## src/inc/acts_pkg.sv

```systemverilog
// Package for the conversion trigger sequencer: constants, state encodings and carriers
package acts_pkg;

  // ****************
  // Timing
  // ****************
  localparam int CLK_FREQ_MHZ = 200;
  localparam int PWRUP_TIME_NS = 1000;
  localparam int CONV_TIME_NS = 2000;
  // Least time rounds up, longest time rounds down
  localparam int PWRUP_CYC = (PWRUP_TIME_NS * CLK_FREQ_MHZ + 999) / 1000;
  localparam int CONV_CYC = (CONV_TIME_NS * CLK_FREQ_MHZ) / 1000;
  localparam logic [9:0] PWRUP_LAST = 10'(PWRUP_CYC - 1);
  localparam logic [9:0] CONV_LAST = 10'(CONV_CYC - 1);

  // ****************
  // Bus codes and fields
  // ****************
  localparam logic [4:0] HS_CODE_TOP = 5'h01;
  localparam logic [3:0] SEL_RESULT = 4'h0;
  localparam logic [3:0] CMD_FALL_BIT = 4'h5;
  localparam logic [3:0] BYTE_BITS = 4'h8;
  localparam logic [1:0] LAST_CHAN_RST = 2'h3;
  // Strap sense {above midpoint, below midpoint}
  localparam logic [1:0] STRAP_VDD = 2'h2;
  localparam logic [1:0] STRAP_GND = 2'h1;
  // Bus addresses per strap state; values are arbitrary
  localparam logic [6:0] ADDR_VDD = 7'h2a;
  localparam logic [6:0] ADDR_GND = 7'h2b;
  localparam logic [6:0] ADDR_FLOAT = 7'h2c;

  // ****************
  // State encodings
  // ****************
  typedef enum logic [7:0] {
    BUS_IDLE = 8'h01, BUS_ADDR = 8'h02, BUS_AACK = 8'h04, BUS_WR = 8'h08,
    BUS_WACK = 8'h10, BUS_RD = 8'h20, BUS_RACK = 8'h40, BUS_SKIP = 8'h80
  } acts_bus_t;

  typedef enum logic [2:0] {
    CNV_SHUT = 3'h1, CNV_PWRUP = 3'h2, CNV_HOLD = 3'h4
  } acts_cnv_t;

  // Analog core control
  typedef struct packed {
    logic power_on;
    logic hold;
    logic [1:0] chan;
  } acts_core_t;

  // Whole state of the sequencer
  typedef struct packed {
    logic scl_s1, scl_s2, scl_d;
    logic sda_s1, sda_s2, sda_d;
    logic trg_s1, trg_s2, trg_d;
    logic [1:0] strap_s1, strap_s2;
    acts_bus_t bus;
    logic [3:0] bit_cnt;
    logic [7:0] shreg;
    logic rw;
    logic first_byte;
    logic hs_mode;
    logic [6:0] my_addr;
    logic [3:0] reg_sel;
    logic sda_drv;
    logic scl_hold;
    logic nack;
    logic rd_half;
    logic [15:0] rd_word;
    acts_cnv_t cnv;
    logic [9:0] cnt;
    logic cmd_mode;
    logic [3:0] seq_mask;
    logic [1:0] chan;
    logic invalid;
    logic [15:0] result;
  } acts_state_t;

endpackage : acts_pkg

```

## src/acts_sequencer.sv

```systemverilog
// Two-wire slave front end and conversion trigger sequencer
`timescale 1ns/1ps
module acts_sequencer (
  // Clock and reset
  input wire logic clock,
  input wire logic rst_n,
  // Two-wire bus pins
  input wire logic scl_in,
  output logic scl_out,
  output logic scl_oe,
  input wire logic sda_in,
  output logic sda_out,
  output logic sda_oe,
  // Device pins
  input wire logic conv_trigger_pin,
  input wire logic [1:0] addr_strap_pin,
  // Channel set for trigger-pin mode
  input wire logic [3:0] cfg_channel_bits,
  // Analog core
  input wire logic [11:0] adc_data,
  output acts_pkg::acts_core_t core,
  // Status
  output logic hs_mode,
  output logic cmd_mode,
  output logic result_invalid,
  output logic [3:0] register_select_bits
);
  import acts_pkg::*;

  acts_state_t st_reg;
  acts_state_t st_next;

  // Next channel after 'last' in ascending wrap order among set bits
  function automatic logic [1:0] next_chan(input logic [3:0] mask, input logic [1:0] last);
    logic [1:0] pick;
    logic found;
    logic [1:0] idx;
    pick = last;
    found = 1'b0;
    for (int i = 1; i <= 4; i++) begin
      idx = 2'(last + 2'(i));
      if (!found && mask[idx]) begin
        pick = idx;
        found = 1'b1;
      end
    end
    return pick;
  endfunction : next_chan

  // ****************
  // Outputs
  // ****************
  assign scl_out = 1'b0;
  assign sda_out = 1'b0;
  assign scl_oe = st_reg.scl_hold;
  assign sda_oe = st_reg.sda_drv;
  assign hs_mode = st_reg.hs_mode;
  assign cmd_mode = st_reg.cmd_mode;
  assign result_invalid = st_reg.invalid;
  assign register_select_bits = st_reg.reg_sel;
  assign core.power_on = (st_reg.cnv != CNV_SHUT);
  assign core.hold = (st_reg.cnv == CNV_HOLD);
  assign core.chan = st_reg.chan;

  // ****************
  // Next state
  // ****************
  always_comb begin
    logic scl_rise;
    logic scl_fall;
    logic start_c;
    logic stop_c;
    logic trg_rise;
    logic trg_fall;
    logic cnv_busy;
    logic abort_cmd;
    logic [1:0] ch;
    scl_rise = 1'b0;
    scl_fall = 1'b0;
    start_c = 1'b0;
    stop_c = 1'b0;
    trg_rise = 1'b0;
    trg_fall = 1'b0;
    cnv_busy = 1'b0;
    abort_cmd = 1'b0;
    ch = 2'h0;
    st_next = st_reg;

    // Pins pass two flops; the second stage and, for edge detection, a third delayed copy feed logic
    st_next.scl_s1 = scl_in;
    st_next.scl_s2 = st_reg.scl_s1;
    st_next.scl_d = st_reg.scl_s2;
    st_next.sda_s1 = sda_in;
    st_next.sda_s2 = st_reg.sda_s1;
    st_next.sda_d = st_reg.sda_s2;
    st_next.trg_s1 = conv_trigger_pin;
    st_next.trg_s2 = st_reg.trg_s1;
    st_next.trg_d = st_reg.trg_s2;
    st_next.strap_s1 = addr_strap_pin;
    st_next.strap_s2 = st_reg.strap_s1;

    scl_rise = st_reg.scl_s2 & ~st_reg.scl_d;
    scl_fall = ~st_reg.scl_s2 & st_reg.scl_d;
    start_c = st_reg.scl_s2 & st_reg.scl_d & st_reg.sda_d & ~st_reg.sda_s2;
    stop_c = st_reg.scl_s2 & st_reg.scl_d & ~st_reg.sda_d & st_reg.sda_s2;
    trg_rise = st_reg.trg_s2 & ~st_reg.trg_d;
    trg_fall = ~st_reg.trg_s2 & st_reg.trg_d;
    cnv_busy = (st_reg.cnv != CNV_SHUT);

    // ****************
    // Conversion engine
    // ****************
    case (st_reg.cnv)
      CNV_SHUT: begin
        st_next.cnt = 10'h000;
        if (trg_rise && !st_reg.cmd_mode) begin
          st_next.chan = next_chan(cfg_channel_bits, st_reg.chan);
          st_next.cnv = CNV_PWRUP;
        end
      end
      CNV_PWRUP: begin
        if (st_reg.cmd_mode) begin
          st_next.cnt = 10'(st_reg.cnt + 10'h001);
          if (st_reg.cnt == PWRUP_LAST) begin
            st_next.cnt = 10'h000;
            st_next.invalid = 1'b0;
            st_next.cnv = CNV_HOLD;
          end
        end else begin
          if (st_reg.cnt != PWRUP_LAST) begin
            st_next.cnt = 10'(st_reg.cnt + 10'h001);
          end
          if (trg_fall) begin
            st_next.invalid = (st_reg.cnt != PWRUP_LAST);
            st_next.cnt = 10'h000;
            st_next.cnv = CNV_HOLD;
          end
        end
      end
      CNV_HOLD: begin
        st_next.cnt = 10'(st_reg.cnt + 10'h001);
        if (st_reg.cnt == CONV_LAST) begin
          st_next.result = {2'h0, st_reg.chan, adc_data};
          st_next.cnt = 10'h000;
          st_next.cnv = CNV_SHUT;
        end
      end
      default: begin
        st_next.cnv = CNV_SHUT;
      end
    endcase
    // rises during a conversion fall through unused

    // ****************
    // Bus slave
    // ****************
    if (st_reg.scl_hold && !cnv_busy) begin
      // release once the result is in
      st_next.scl_hold = 1'b0;
    end

    if (stop_c) begin
      st_next.bus = BUS_IDLE;
      st_next.sda_drv = 1'b0;
      st_next.scl_hold = 1'b0;
      st_next.hs_mode = 1'b0;
      abort_cmd = 1'b1;
    end else if (start_c) begin
      // strap decides on first address byte
      if (st_reg.bus == BUS_IDLE) begin
        if (st_reg.strap_s2 == STRAP_VDD) begin
          st_next.my_addr = ADDR_VDD;
        end else if (st_reg.strap_s2 == STRAP_GND) begin
          st_next.my_addr = ADDR_GND;
        end else begin
          st_next.my_addr = ADDR_FLOAT;
        end
      end
      st_next.bus = BUS_ADDR;
      st_next.bit_cnt = 4'h0;
      st_next.sda_drv = 1'b0;
      st_next.first_byte = 1'b1;
      st_next.rd_half = 1'b0;
      st_next.nack = 1'b0;
    end else begin
      case (st_reg.bus)
        BUS_IDLE, BUS_SKIP: begin
          st_next.sda_drv = 1'b0;
        end
        BUS_ADDR: begin
          if (scl_rise) begin
            st_next.shreg = {st_reg.shreg[6:0], st_reg.sda_s2};
            st_next.bit_cnt = 4'(st_reg.bit_cnt + 4'h1);
          end else if (scl_fall && st_reg.bit_cnt == BYTE_BITS) begin
            if (st_reg.shreg[7:3] == HS_CODE_TOP) begin
              st_next.hs_mode = 1'b1;
              st_next.bus = BUS_SKIP;
            end else if (st_reg.shreg[7:1] == st_reg.my_addr) begin
              st_next.sda_drv = 1'b1;
              st_next.rw = st_reg.shreg[0];
              st_next.bus = BUS_AACK;
              // stretch the ack clock while converting
              if (st_reg.shreg[0] && st_reg.hs_mode && st_reg.cmd_mode && cnv_busy) begin
                st_next.scl_hold = 1'b1;
              end
            end else begin
              st_next.bus = BUS_SKIP;
            end
          end
        end
        BUS_AACK, BUS_WACK: begin
          if (scl_fall) begin
            st_next.bit_cnt = 4'h0;
            st_next.sda_drv = 1'b0;
            st_next.bus = BUS_WR;
            if (st_reg.bus == BUS_AACK && st_reg.rw) begin
              st_next.bus = BUS_RD;
              st_next.rd_word = (st_reg.reg_sel == SEL_RESULT) ? st_reg.result : 16'h0000;
              st_next.shreg = st_next.rd_word[15:8];
              st_next.sda_drv = ~st_next.rd_word[15];
              st_next.rd_half = 1'b1;
            end
          end
        end
        BUS_WR: begin
          if (scl_rise) begin
            st_next.shreg = {st_reg.shreg[6:0], st_reg.sda_s2};
            st_next.bit_cnt = 4'(st_reg.bit_cnt + 4'h1);
          end else if (scl_fall && st_reg.first_byte && st_reg.bit_cnt == CMD_FALL_BIT) begin
            st_next.cmd_mode = (st_reg.shreg[4:1] != 4'h0);
            st_next.seq_mask = st_reg.shreg[4:1];
            if (st_reg.shreg[4:1] != 4'h0 && !cnv_busy) begin
              ch = next_chan(st_reg.shreg[4:1], LAST_CHAN_RST);
              st_next.chan = ch;
              st_next.seq_mask[ch] = 1'b0;
              st_next.cnt = 10'h000;
              st_next.cnv = CNV_PWRUP;
            end
          end else if (scl_fall && st_reg.bit_cnt == BYTE_BITS) begin
            if (st_reg.first_byte) begin
              st_next.reg_sel = st_reg.shreg[3:0];
            end
            st_next.first_byte = 1'b0;
            st_next.sda_drv = 1'b1;
            st_next.bus = BUS_WACK;
          end
        end
        BUS_RD: begin
          if (scl_fall) begin
            st_next.bit_cnt = 4'(st_reg.bit_cnt + 4'h1);
            if (st_reg.bit_cnt == 4'h7) begin
              st_next.sda_drv = 1'b0;
              st_next.nack = 1'b0;
              st_next.bus = BUS_RACK;
            end else begin
              st_next.shreg = {st_reg.shreg[6:0], 1'b0};
              st_next.sda_drv = ~st_reg.shreg[6];
            end
          end
        end
        BUS_RACK: begin
          if (scl_rise) begin
            st_next.nack = st_reg.sda_s2;
          end else if (scl_fall) begin
            st_next.bit_cnt = 4'h0;
            if (st_reg.nack) begin
              abort_cmd = 1'b1;
              st_next.bus = BUS_SKIP;
            end else if (st_reg.rd_half) begin
              st_next.shreg = st_reg.rd_word[7:0];
              st_next.sda_drv = ~st_reg.rd_word[7];
              st_next.rd_half = 1'b0;
              st_next.bus = BUS_RD;
            end else begin
              // Further reads repeat the register, fresh data if any
              st_next.rd_word = (st_reg.reg_sel == SEL_RESULT) ? st_reg.result : 16'h0000;
              st_next.shreg = st_next.rd_word[15:8];
              st_next.sda_drv = ~st_next.rd_word[15];
              st_next.rd_half = 1'b1;
              st_next.bus = BUS_RD;
            end
          end
        end
        default: begin
          st_next.bus = BUS_IDLE;
        end
      endcase
    end

    // next channel converts while previous is read
    if (st_reg.cmd_mode && st_reg.seq_mask != 4'h0 && !cnv_busy &&
        st_reg.bus == BUS_RD && st_reg.rd_half && scl_fall && st_reg.bit_cnt == 4'h0) begin
      ch = next_chan(st_reg.seq_mask, LAST_CHAN_RST);
      st_next.chan = ch;
      st_next.seq_mask[ch] = 1'b0;
      st_next.cnt = 10'h000;
      st_next.cnv = CNV_PWRUP;
    end

    // A pin-mode conversion is not disturbed by bus events, except a command write during it, which sets cmd_mode
    if (abort_cmd && st_reg.cmd_mode) begin
      st_next.cmd_mode = 1'b0;
      st_next.seq_mask = 4'h0;
      st_next.scl_hold = 1'b0;
      st_next.cnt = 10'h000;
      st_next.cnv = CNV_SHUT;
    end
  end

  // ****************
  // State register
  // ****************
  always_ff @(posedge clock) begin
    if (!rst_n) begin
      st_reg <= '0;
      st_reg.scl_s1 <= 1'b1;
      st_reg.scl_s2 <= 1'b1;
      st_reg.scl_d <= 1'b1;
      st_reg.sda_s1 <= 1'b1;
      st_reg.sda_s2 <= 1'b1;
      st_reg.sda_d <= 1'b1;
      st_reg.bus <= BUS_IDLE;
      st_reg.my_addr <= ADDR_FLOAT;
      st_reg.reg_sel <= SEL_RESULT;
      st_reg.chan <= LAST_CHAN_RST;
      st_reg.cnv <= CNV_SHUT;
    end else begin
      st_reg <= st_next;
    end
  end

endmodule : acts_sequencer

```

## config.mk

```make
export PLATFORM = sky130hd
export DESIGN_NAME = acts_sequencer
export DESIGN_NICKNAME = d
export VERILOG_FILES = /design/src/inc/acts_pkg.sv /design/src/acts_sequencer.sv
export SDC_FILE = /design/constraint.sdc
export NUM_CORES = 1
export LEC_CHECK = 0
export BUFFER_PORTS_ARGS = -buffer_cell sky130_fd_sc_hd__buf_2
export CAP_MARGIN = 20
export CORE_UTILIZATION = 39
export CTS_BUF_LIST = sky130_fd_sc_hd__clkbuf_8
export CTS_CLUSTER_DIAMETER = 40
export DETAILED_ROUTE_END_ITERATION = 8
export SYNTH_ARGS = -nofsm -noshare
export SYNTH_HDL_FRONTEND = slang
export SYNTH_SLANG_ARGS = --single-unit
```

## constraint.sdc

```tcl
create_clock -name clock -period 2.8 [get_ports clock]
set_input_delay 0.7 -clock clock [delete_from_list [all_inputs] [get_ports clock]]
set_output_delay 0.7 -clock clock [all_outputs]
set_load 0.02 [all_outputs]
```

Yosys cells after proc, flatten, opt, wreduce, memory -nomap -nowiden
Cells that the tools add are included.
{"block": "op_classes", "addsub": 5, "n_lt_le_gt_ge": 8, "eq_ne": 57, "n_mux": 158, "bitwise": 29, "reduce_logical": 76}
{"cell": "20-bit 2-to-1 mux", "n": 9}
{"cell": "8-bit 2-to-1 mux", "n": 13}
{"cell": "17-bit 2-to-1 mux", "n": 5}
{"cell": "1-bit 2-to-1 mux", "n": 75}
{"cell": "13-bit 2-to-1 mux", "n": 5}
{"cell": "2-bit 2-to-1 mux", "n": 26}
{"cell": "12-bit case mux with 4 select lines", "n": 1}
{"cell": "8-bit case mux with 6 select lines", "n": 1}
{"cell": "3-bit inequality test, second input constant", "n": 13}
{"cell": "2-bit inequality test, second input constant", "n": 18}
{"cell": "17-bit case mux with 2 select lines", "n": 1}
{"cell": "11-bit AND reduction", "n": 3}
{"cell": "10-bit case mux with 3 select lines", "n": 1}
{"cell": "1-bit logical AND", "n": 28}
{"cell": "7-bit AND reduction", "n": 4}
{"cell": "12-bit 2-to-1 mux", "n": 2}
{"cell": "6-bit 2-to-1 mux", "n": 4}
{"cell": "5-bit AND reduction", "n": 4}
{"cell": "2-bit by 3-bit < comparator with 1-bit output, second input constant", "n": 6}
{"cell": "16-bit 2-to-1 mux", "n": 1}
{"cell": "1-bit inverter", "n": 15}
{"cell": "14-bit 2-to-1 mux", "n": 1}
{"cell": "13-bit AND reduction", "n": 1}
{"cell": "4-bit nonzero test", "n": 3}
{"cell": "49 further kinds", "n": 93}
{"block": "word_totals", "register_bits": 94, "in_bits": 23, "word_cells": 366}

Depth between registers and ports, before layout
{"block": "depth", "word_depth": 50, "depth_mapped": 10}

Worst setup path after synthesis
No wires, ideal clock.
{"block": "synth_path", "path_type": "register -> register", "startpoint": "register st_reg[83] (netlist name)", "endpoint": "register st_reg[78] (netlist name)", "setup_ns": 0.116, "arrival_time_ns": 2.340, "required_time_ns": 2.684, "setup_slack_ns": 0.344, "path_stages_with_launch": 10, "synth_period_minus_slack_ns": 2.456, "cell_sequence": "dfxtp_1 -> buf_6 -> or4_4 -> buf_6 -> or3_1 -> buf_2 -> and3_4 -> nor4b_4 -> nor2_1 -> a31o_2"}
{"block": "synth_via", "elab_chain_cells": 4, "word_cells_on_any_way": 20, "cone_classes": "14 x eq/ne; 1 x mux; 5 x reduce/logical"}
{"item": "from (decl)", "line_no": "acts_sequencer.sv:30", "source": "acts_state_t st_reg;"}
{"item": "from (signal assigned)", "line_no": "acts_sequencer.sv:328", "source": "st_reg <= st_next;"}
{"item": "8-bit by 3-bit == test with 1-bit output (tied with other cells)", "line_no": "acts_sequencer.sv:186, acts_sequencer.sv:216"}
{"item": "2-bit OR reduction (tied with other cells)", "line_no": "acts_sequencer.sv:186", "source": "case (st_reg.bus)"}
{"item": "2-bit inequality test (no line) (tied with other cells)"}
{"item": "11-bit AND reduction (no line)"}
Parallel ways exist; a longest one is shown, timed or not.
A chain may end at the register's enable or synchronous reset.

Worst setup path after layout
{"block": "layout_path", "startpoint": "register st_reg[85] (netlist name)", "endpoint": "register st_reg[78] (netlist name)"}
The elaborated chain is that of the path after synthesis.

==> reports/metrics.csv <==
metric;value;unit
outcome;completed;
antenna violations before repair;0;
Worst Setup Start Kind;register;
dpl cell area;5210;sq um
CTS tree;built;
die width;114;microns
Synth Area per Inst;8.16;sq um
EDFF count, synth;0;
via count;4382;
post-CTS setup repair buffer count;0;
final WL;12400;microns
most common cell in the netlist;dfxtp_1;
CP Class;register to register;
Seq cells post-synth;90;
GP Congestion;0.898;
Multi-input gate area;2800;sq um
Clock Skews;0.0158;ns
Synth top cells by count;dfxtp_1 (90), nand2_1 (64), nor2_1 (39), a21oi_1 (37), o21ai_0 (37);
flip-flop count of the largest register after layout;71;
final non-filler cell total;800;
DP HPWL;9150;microns
minimum clock period;2.53;ns
# rows;40;
Switching Fraction;27.2;%
fraction of registers with async set/reset;0;%
ratio of final minimum period to clock period;90.3;%
arrival time at the worst endpoint;2.83;ns
FMAX;395;MHz
CP Max Fanout;16;
number of global-route vias before repair;4106;
power share of the sequential group;52.2;%
power consumption;2.54;mW
slowest stage cell, crit path;or4_4;
Final Max Slew Viols;0;
largest net degree at the start of global routing;42;
final core utilization;44.6;%
drt pass-1 iters;5;
Layout Nets;656;
top cell type's share of synthesized area;36.6;%
worst slew pin tran;0.949;ns
power per standard cell area;468;nW/um^2
via/cell ratio;5.48;
share of layout cells above drive strength 1;15.3;%
final setup TNS;0;ns
Worst EP required;3.10;ns
Max-cap violations;0;
clock sink total;90;
Initial Util;40.5;%
CTS root buf;clkbuf_8;
first-pass GRT wire length;20600;microns
FF+latch area;1800;sq um
Worst-Skew Late Latency;0.39;ns
CP peak stage delay;0.58;ns
CP Cell Sequence;or4_4, or3_1, and3_4, nor4b_4, buf_4, nor2_1, a31o_2;
clock power share;38.8;%
DRC viols;0;
Clock Tree Buf Depth;2;
Die Ht;114;microns
die area;13100;sq um
net switching power;0.690;mW
Main synth FF type;dfxtp_1;
synthesized area;4920;sq um
global-route usage over all layers;20.1;%
Core Region;12200;sq um
P&R area growth vs syn;10.3;%
cell taking the most area after synthesis;dfxtp_1;
unrepaired setup endpoints after global routing;no;
WL/cell;15.5;microns
fin area;5430;sq um
LEAKAGE;2.16;nW
worst hold path class;register to register;
Initial DRC Count;299;
final hold vios;0;
ranking of synthesized cells by area;dfxtp_1 (37%), nand2_1 (4.9%), a21oi_1 (3.8%);
total CTS buffers;9;
Port Buffers;35;
worst rel slew slack;35.8;%
crit end category;register;
Final ANT Viol Nets;0;
Final setup viols;0;
clock slew at reported path FFs;0.10;ns
placed insts;784;
Fill cells;1246;
count of different cell masters after synthesis;76;
sequential share of the synthesized area;36.6;%
Overflow after GRT;0;
internal power;1.85;mW
# IOs;38;
Worst VDD drop;0.334;mV
warning count from the yosys run;0;
synthesized instance count;603;
Comb power frac;8.9;%
Inserted Diodes;0;
H-tree level count;3;
critical path: cells and delay by family, from the launching register on:
kind / cells / cell delay (ns)
buf+inv: 1 / 0.24
compound gates: 1 / 0.21
flops: 1 / 0.44
simple gates: 5 / 1.55
power by group through the flow:
stage                     Clock, mW  Sequential [mW]  Combinational (mW)
after floorplan                   0             1.34               0.184
after global placement            0             1.35               0.224
after detailed placement          0             1.36               0.225
after CTS                      1.02             1.33               0.226
after global routing           1.08             1.33               0.254
final                         0.987             1.33               0.227
what timing repair did:
action,in CTS,in global routing
endpoints found under the setup margin,0,1
hold buffers,0,0
gates resized for setup,0,1
kinds of logic (layout without fill, tap and decap cells):
logic type / Yosys count / in the layout / synth area share [%]
other cells: 1 / 2 / 0.0762
flops: 90 / 90 / 36.6
xor+xnor: 9 / 9 / 1.60
buf+inv: 62 / 90 / 6.61
simple gates: 270 / 270 / 30.3
compound gates: 146 / 146 / 19.4
fa+ha+maj: 6 / 6 / 1.53
mux: 19 / 19 / 3.89
area by class of cell:
cell class	count	share of cell area [%]
Tap cell	168	3.87
Multi-Input combinational cell	452	51.7
Inverter	19	1.31
Sequential cell	90	33.2
Timing Repair Buffer	55	5.99
Clock buffer	10	2.54
Clock inverter	6	1.41
metrics by stage:
stage | setup slack (ns) | hold WS (ns)
floorplan | 0.344 | 0.386
global placement | 0.270 | 0.402
detailed placement | 0.244 | 0.398
CTS | 0.202 | 0.426
global route | 0.132 | 0.434
finish | 0.271 | 0.420
metal layers:
metal	routed length (microns)	GRT usage [%]
met3	580	4.50
met2	5490	31.5
met4	312	8.23
met5	0	0
met1	6000	26.8
cell usage in the layout, fill, tap and decap left out, drive strengths merged, types with 10 or more instances in the layout:
cell type,Yosys,layout
nor3,16,16
a21boi,12,12
mux2i,18,18
buf,19,55
clkbuf,24,10
nor4,11,11
and2,12,12
nor2,39,39
dfxtp,90,90
nor2b,20,20
inv,19,24
nand3,29,29
a21oi,37,37
nand2b,18,18
o21ai,39,39
nor3b,12,12
nand2,65,65
worst paths after layout:
kind | from | end | slack, ns | cells after the start
worst max-delay path | st_reg[85] | st_reg[78] | 0.27 | 7
worst min-delay path | st_next[102] | st_next[101] | 0.42 | 1
worst min register to register | st_next[102] | st_next[101] | 0.42 | 1
worst max register to register | st_reg[85] | st_reg[78] | 0.27 | 7
Power figures use the tool's default switching activity.
